$ cat config.mk
export PLATFORM = sky130hd
export DESIGN_NAME = pin_function_select
export DESIGN_NICKNAME = d
export VERILOG_FILES = /design/src/pin_mux_pkg.sv /design/src/pin_function_select.sv /design/src/pin_sync.sv
export SDC_FILE = /design/constraint.sdc
export NUM_CORES = 1
export LEC_CHECK = 0
export BUFFER_PORTS_ARGS = -buffer_cell sky130_fd_sc_hd__buf_2
export CAP_MARGIN = 20
export CORE_MARGIN = 3
export CORE_UTILIZATION = 40
export CTS_CLUSTER_DIAMETER = 50
export DETAILED_ROUTE_END_ITERATION = 6
export GPL_TIMING_DRIVEN = 0
export PLACE_DENSITY = 0.72
export SLEW_MARGIN = 10
export SYNTH_ARGS = -nofsm -noshare
export SYNTH_HDL_FRONTEND = slang
export SYNTH_SLANG_ARGS = --single-unit
$ cat constraint.sdc
create_clock -name clk -period 2.9 [get_ports clk]
set_input_delay 0.58 -clock clk [delete_from_list [all_inputs] [get_ports clk]]
set_output_delay 0.58 -clock clk [all_outputs]
set_load 0.05 [all_outputs]
$ cat src/pin_mux_pkg.sv
// package: register map, field layout and reset values of the port pin function select block
package pin_mux_pkg;

	// ---------------------------------------------------------------
	// register byte offsets
	// ---------------------------------------------------------------
	localparam logic [7:0] OFF_MODE_3_0 = 8'h00;
	localparam logic [7:0] OFF_MODE_7_4 = 8'h04;
	localparam logic [7:0] OFF_MODE_11_8 = 8'h08;
	localparam logic [7:0] OFF_MODE_15_12 = 8'h0C;
	localparam logic [7:0] OFF_DIRECTION = 8'h10;
	localparam logic [7:0] OFF_PIN_LEVEL = 8'h14;

	// ---------------------------------------------------------------
	// writable bit masks; reserved bits are zero here
	// ---------------------------------------------------------------
	localparam logic [15:0] MASK_MODE_15_12 = 16'h7737;
	localparam logic [15:0] MASK_MODE_11_8 = 16'h7777;
	localparam logic [15:0] MASK_MODE_7_4 = 16'h7777;
	localparam logic [15:0] MASK_MODE_3_0 = 16'h7773;
	localparam logic [15:0] MASK_DIRECTION = 16'hFFFF;

	// ---------------------------------------------------------------
	// values after reset
	// ---------------------------------------------------------------
	localparam logic [15:0] RST_MODE = 16'h0000;
	localparam logic [15:0] RST_DIRECTION = 16'h0000;

	// ---------------------------------------------------------------
	// field positions and mode codes
	// ---------------------------------------------------------------
	localparam int PIN6_MODE_LSB = 8;
	localparam int PIN6 = 6;
	localparam logic [2:0] MODE_PORT = 3'h0;
	localparam logic [2:0] MODE_TIMER_CH2_A = 3'h1;
	localparam int NUM_PINS = 16;
	localparam int SYNC_STAGES = 2;

endpackage

$ cat src/pin_function_select.sv
// module: 16-pin port function select with apb register access
//
// Register access over APB and the register offsets were chosen for this implementation.
`timescale 1ns/1ps
`default_nettype none
module pin_function_select
	import pin_mux_pkg::*;
(
	input wire logic clk,
	input wire logic rst,
	// apb slave
	input wire logic psel,
	input wire logic penable,
	input wire logic pwrite,
	input wire logic [7:0] paddr,
	input wire logic [31:0] pwdata,
	output logic [31:0] prdata,
	output logic pready,
	output logic pslverr,
	// package pins
	input wire logic [15:0] pin_in,
	output logic [15:0] pin_out,
	output logic [15:0] pin_oe,
	// general-purpose port logic
	input wire logic [15:0] port_out,
	output logic [15:0] port_in,
	// timer channel 2 capture/compare a
	input wire logic timer_ch2_a_out,
	output logic timer_ch2_a_in,
	output logic timer_ch2_a_capture
);
	// ---------------------------------------------------------------
	// state
	// ---------------------------------------------------------------
	typedef struct packed {
		logic [15:0] mode_15_12;
		logic [15:0] mode_11_8;
		logic [15:0] mode_7_4;
		logic [15:0] mode_3_0;
		logic [15:0] direction;
		logic [31:0] rdata;
		logic ready;
		logic slverr;
		logic [15:0] pin_out;
		logic [15:0] pin_oe;
		logic [15:0] port_in;
		logic timer_in;
		logic timer_in_prev;
		logic capture;
	} pmux_state_t;

	pmux_state_t state_q;
	pmux_state_t state_d;
	logic [15:0] pin_sync_lvl;

	// ---------------------------------------------------------------
	// helpers
	// ---------------------------------------------------------------
	// 3-bit mode of pin n; two-bit fields (pins 13 and 0) are zero-extended
	function automatic logic [2:0] pin_mode(input logic [63:0] regs, input int n);
		logic [15:0] r;
		r = regs[(n/4)*16 +: 16];
		return r[(n%4)*4 +: 3];
	endfunction

	function automatic logic addr_hit(input logic [7:0] a, input logic [7:0] off);
		return a == off;
	endfunction

	// pin levels are asynchronous to clk
	pin_sync #(
		.WIDTH(NUM_PINS)
	) u_sync (
		.clk(clk),
		.rst(rst),
		.async_in(pin_in),
		.sync_out(pin_sync_lvl)
	);

	// ---------------------------------------------------------------
	// next state
	// ---------------------------------------------------------------
	always_comb begin
		logic [63:0] modes;
		logic [15:0] wd;
		logic access;
		logic known;
		modes = '0;
		wd = '0;
		access = 1'b0;
		known = 1'b0;
		state_d = state_q;

		// one-wait slave: ready goes high in the cycle after the first access cycle
		access = psel && penable && !state_q.ready;
		state_d.ready = access;
		state_d.slverr = 1'b0;
		wd = pwdata[15:0];
		known = addr_hit(paddr, OFF_MODE_3_0) || addr_hit(paddr, OFF_MODE_7_4)
			|| addr_hit(paddr, OFF_MODE_11_8) || addr_hit(paddr, OFF_MODE_15_12)
			|| addr_hit(paddr, OFF_DIRECTION) || addr_hit(paddr, OFF_PIN_LEVEL);

		if (access) begin
			state_d.slverr = !known;
			if (pwrite) begin
				if (addr_hit(paddr, OFF_MODE_15_12)) begin
					state_d.mode_15_12 = wd & MASK_MODE_15_12;
				end
				if (addr_hit(paddr, OFF_MODE_11_8)) begin
					state_d.mode_11_8 = wd & MASK_MODE_11_8;
				end
				if (addr_hit(paddr, OFF_MODE_7_4)) begin
					state_d.mode_7_4 = wd & MASK_MODE_7_4;
				end
				if (addr_hit(paddr, OFF_MODE_3_0)) begin
					state_d.mode_3_0 = wd & MASK_MODE_3_0;
				end
				if (addr_hit(paddr, OFF_DIRECTION)) begin
					state_d.direction = wd & MASK_DIRECTION;
				end
				state_d.rdata = '0;
			end else begin
				case (1'b1)
					addr_hit(paddr, OFF_MODE_15_12): state_d.rdata = {16'h0000, state_q.mode_15_12};
					addr_hit(paddr, OFF_MODE_11_8): state_d.rdata = {16'h0000, state_q.mode_11_8};
					addr_hit(paddr, OFF_MODE_7_4): state_d.rdata = {16'h0000, state_q.mode_7_4};
					addr_hit(paddr, OFF_MODE_3_0): state_d.rdata = {16'h0000, state_q.mode_3_0};
					addr_hit(paddr, OFF_DIRECTION): state_d.rdata = {16'h0000, state_q.direction};
					addr_hit(paddr, OFF_PIN_LEVEL): state_d.rdata = {16'h0000, pin_sync_lvl};
					default: state_d.rdata = '0;
				endcase
			end
		end

		// ---------------------------------------------------------------
		// pin routing
		// ---------------------------------------------------------------
		modes = {state_q.mode_15_12, state_q.mode_11_8, state_q.mode_7_4, state_q.mode_3_0};
		state_d.timer_in = 1'b0;
		for (int n = 0; n < NUM_PINS; n++) begin
			state_d.pin_oe[n] = state_q.direction[n];
			if (pin_mode(modes, n) == MODE_PORT) begin
				state_d.pin_out[n] = port_out[n];
				state_d.port_in[n] = pin_sync_lvl[n];
			end else if (n == PIN6 && pin_mode(modes, n) == MODE_TIMER_CH2_A) begin
				state_d.pin_out[n] = timer_ch2_a_out;
				state_d.port_in[n] = 1'b0;
				state_d.timer_in = !state_q.direction[n] && pin_sync_lvl[n];
			end else begin
				// unlisted modes have no peripheral here: pin parks low
				state_d.pin_out[n] = 1'b0;
				state_d.port_in[n] = 1'b0;
			end
		end

		state_d.timer_in_prev = state_q.timer_in;
		state_d.capture = state_q.timer_in && !state_q.timer_in_prev;
	end

	always_ff @(posedge clk) begin
		if (rst) begin
			state_q <= '0;
			state_q.mode_15_12 <= RST_MODE;
			state_q.mode_11_8 <= RST_MODE;
			state_q.mode_7_4 <= RST_MODE;
			state_q.mode_3_0 <= RST_MODE;
			state_q.direction <= RST_DIRECTION;
		end else begin
			state_q <= state_d;
		end
	end

	// ---------------------------------------------------------------
	// outputs, all from flops
	// ---------------------------------------------------------------
	assign prdata = state_q.rdata;
	assign pready = state_q.ready;
	assign pslverr = state_q.slverr;
	assign pin_out = state_q.pin_out;
	assign pin_oe = state_q.pin_oe;
	assign port_in = state_q.port_in;
	assign timer_ch2_a_in = state_q.timer_in;
	assign timer_ch2_a_capture = state_q.capture;
endmodule
`default_nettype wire

$ cat src/pin_sync.sv
// module: two-flop synchroniser for the pin input levels
`timescale 1ns/1ps
`default_nettype none
module pin_sync #(
	parameter int WIDTH = 16
) (
	input wire logic clk,
	input wire logic rst,
	input wire logic [WIDTH-1:0] async_in,
	output logic [WIDTH-1:0] sync_out
);
	typedef struct packed {
		logic [WIDTH-1:0] meta;
		logic [WIDTH-1:0] stable;
	} sync_state_t;

	sync_state_t state_q;
	sync_state_t state_d;

	always_comb begin
		state_d.meta = async_in;
		// first stage is read only by the second stage
		state_d.stable = state_q.meta;
	end

	always_ff @(posedge clk) begin
		if (rst) begin
			state_q <= '0;
		end else begin
			state_q <= state_d;
		end
	end

	assign sync_out = state_q.stable;
endmodule
`default_nettype wire

==> run metrics <==
cts hold-fix bufs=0; cts bufs inserted=17; CP arrival=2.51 ns; Fmax=0.453 GHz; number of global-route vias before repair=4526; clk slew on worst S/H paths=0.06 ns; WS Path Type=input pin to register; Post-Syn Area=6480 sq um; Hold/Removal Path Class=input pin to register; FF-to-FF End=prdata[7]; layout cell share with drive strength beyond 1=33.3%; Reg2Reg Setup Slack=0.81 ns; final RePlAce weighted congestion=0.918; Chip Height=133 um; Clock Sinks=163; Internal=3.64 mW; Period Utilization, post-route=76.1%; DR vias/cell=4.66; Cell variety after synth=41; final WL=16400 um; Switch Pwr=1.18 mW; total track usage=18.7%; Clock H-tree levels=4; drt first pass iters=5; Worst Setup Start Kind=input pin; Final HPWL DP=12300 um; Core Footprint=15500 sq um; Final Hold Fails=0; Initial DRC Count=305; CTS tree=done; worst r2r src=pready; post-synthesis sequential area ratio=50.4%; diode count=0; Reg power frac=47.6%; Max VDD drop=0.000420 V; row cnt=45; Syn-to-layout area delta=23.5%; Power Dens Cells=603 nW/um^2; drt wl/cell=15.9 um; CP Data Required Time=3.20 ns; largest net degree at the start of global routing=17; Slew HR=36.3%; Crit. End Element=register; clock share of power=44.2%; Worst-Margin Slew=0.946 ns; reg2reg path depth=4; CTS resizes=0; starting density of the core=41.7%; Hold WS=0.350 ns; Top Ports=162; status=complete, no violations; MaxCap Viol Count=0; Mapped Avg Cell Area=9.99 sq um; layout net count=887; worst skew pair latency=0.42 ns; # setup viols final=0; async set-reset flop share out of synthesis=0%; global route overflow=0; synthesized netlist cell count=648; launch point of the worst path=paddr[7]; die area=17800 sq um; clock tree buffer depth=2; Final Skew=0.00571 ns; sw frac=24.5%; Leak=3.70 nW; CTS root buf=clkbuf_16; PortBufs=127; Critical Path Sink=prdata[10]; fin. max-slew vios=0; logic gate share of total power=8.2%; first-pass GRT wire length=25400 um; setup ws final=0.693 ns; RSZ-0062 raised after global routing=no; setup TNS=0 ns; CP Max Fanout=9; DIE WIDTH=133 um; Final Core Density=51.5%; initial antenna violation count=0; antenna-violating nets left=0; postcts setup bufs=0; Setup WS pre-CTS=0.350 ns; Period minus WS final=2.21 ns; number of synthesized flops with an enable pin=0; DR vias=4810; DRC violations left=0; Post-synth top flop=dfxtp_1; synthesized flop and latch total=163; Yosys Warn Count=0
==> metrics by stage <==
step | area, sq um | cells | power (mW)
3_5_place_dp | 7430 | 1001 | 2.74
4_1_cts | 8000 | 1033 | 4.86
5_1_grt | 8000 | 1033 | 5.00
6_report | 8000 | 1033 | 4.82
2_1_floorplan | 6530 | 663 | 2.61
3_3_place_gp | 7430 | 1001 | 2.74
==> critical path: stages <==
cell and delay (ns):
buf_2 0.13, nor4_1 0.72, nand4_1 0.62, o221ai_1 0.39, a31oi_1 0.07
==> power by group through the flow <==
stage	registers, mW	logic [mW]	clock network (mW)
detailed placement	2.35	0.396	0
global placement	2.35	0.394	0
CTS	2.30	0.397	2.17
floorplan	2.34	0.272	0
finish	2.30	0.397	2.13
global route	2.30	0.424	2.28
==> synthesized netlist by cell type (10+ instances only) <==
master    instances  area [sq um]
mux2i_1          51           510
a31oi_1          10          62.6
nor4_1           16           100
a21oi_1          17          85.1
o21ai_0          11          55.1
clkbuf_1         21          78.8
dfxtp_1         163          3260
nor2_1           58           218
buf_4            81           608
nor2b_1          53           332
and2_1           30           188
nand2_1          57           214
==> worst min path at each step <==
stage                            start                   to  slack (ns)  cells past startpoint
final                      port_out[3]           pin_out[3]        0.35                      2
after global routing      port_out[12]          pin_out[12]        0.34                      2
after CTS                  port_out[2]           pin_out[2]        0.33                      2
after detailed placement    state_q[1]  timer_ch2_a_capture        0.38                      1
after global placement      state_q[1]  timer_ch2_a_capture        0.37                      1
after floorplan             state_q[1]  timer_ch2_a_capture        0.37                      1
==> cells by family after synthesis <==
kind of cell / after synthesis / share of synthesized area, %
other cells: 1 / 0.0579
mux: 66 / 12.1
simple gates: 248 / 20.3
compound gates: 57 / 5.62
flops: 163 / 50.4
buf+inv: 113 / 11.6
==> layout by cell type (no fill, tap or decap), types with 10 or more instances in the layout <==
cell	netlist	layout
nor2_1	58	58
nand2_1	57	57
clkbuf_1	21	22
buf_4	81	81
nor2b_1	53	53
buf_2	4	131
a21oi_1	17	17
clkbuf_16	0	17
o21ai_0	11	11
and2_1	30	30
nor4_1	16	16
mux2i_1	51	51
conb_1	1	16
a31oi_1	10	10
dfxtp_1	163	163
==> registers in the layout (all words and copies together) (netlist names) <==
signal	count
port_in	16
state_q	47
pready	1
state_d	16
timer_ch2_a_capture	1
u_sync.sync_out	16
pslverr	1
u_sync.state_d	16
pin_oe	16
prdata	16
pin_out	16
timer_ch2_a_in	1
==> area by class of cell <==
type	count	area, sq um
sequential	163	3260
clock buffer	20	457
buffer	113	748
timing repair buffer	127	636
fill	1471	7540
multi-input combinational	387	2520
clock inverter	12	108
tap	211	264
==> per-layer routing <==
layer	track usage, %	wire, um
met1	25.9	7700
met2	28.2	7230
met3	5.14	1200
met4	6.74	250
met5	0	0
Note: power is estimated with default switching activity, not from simulation.
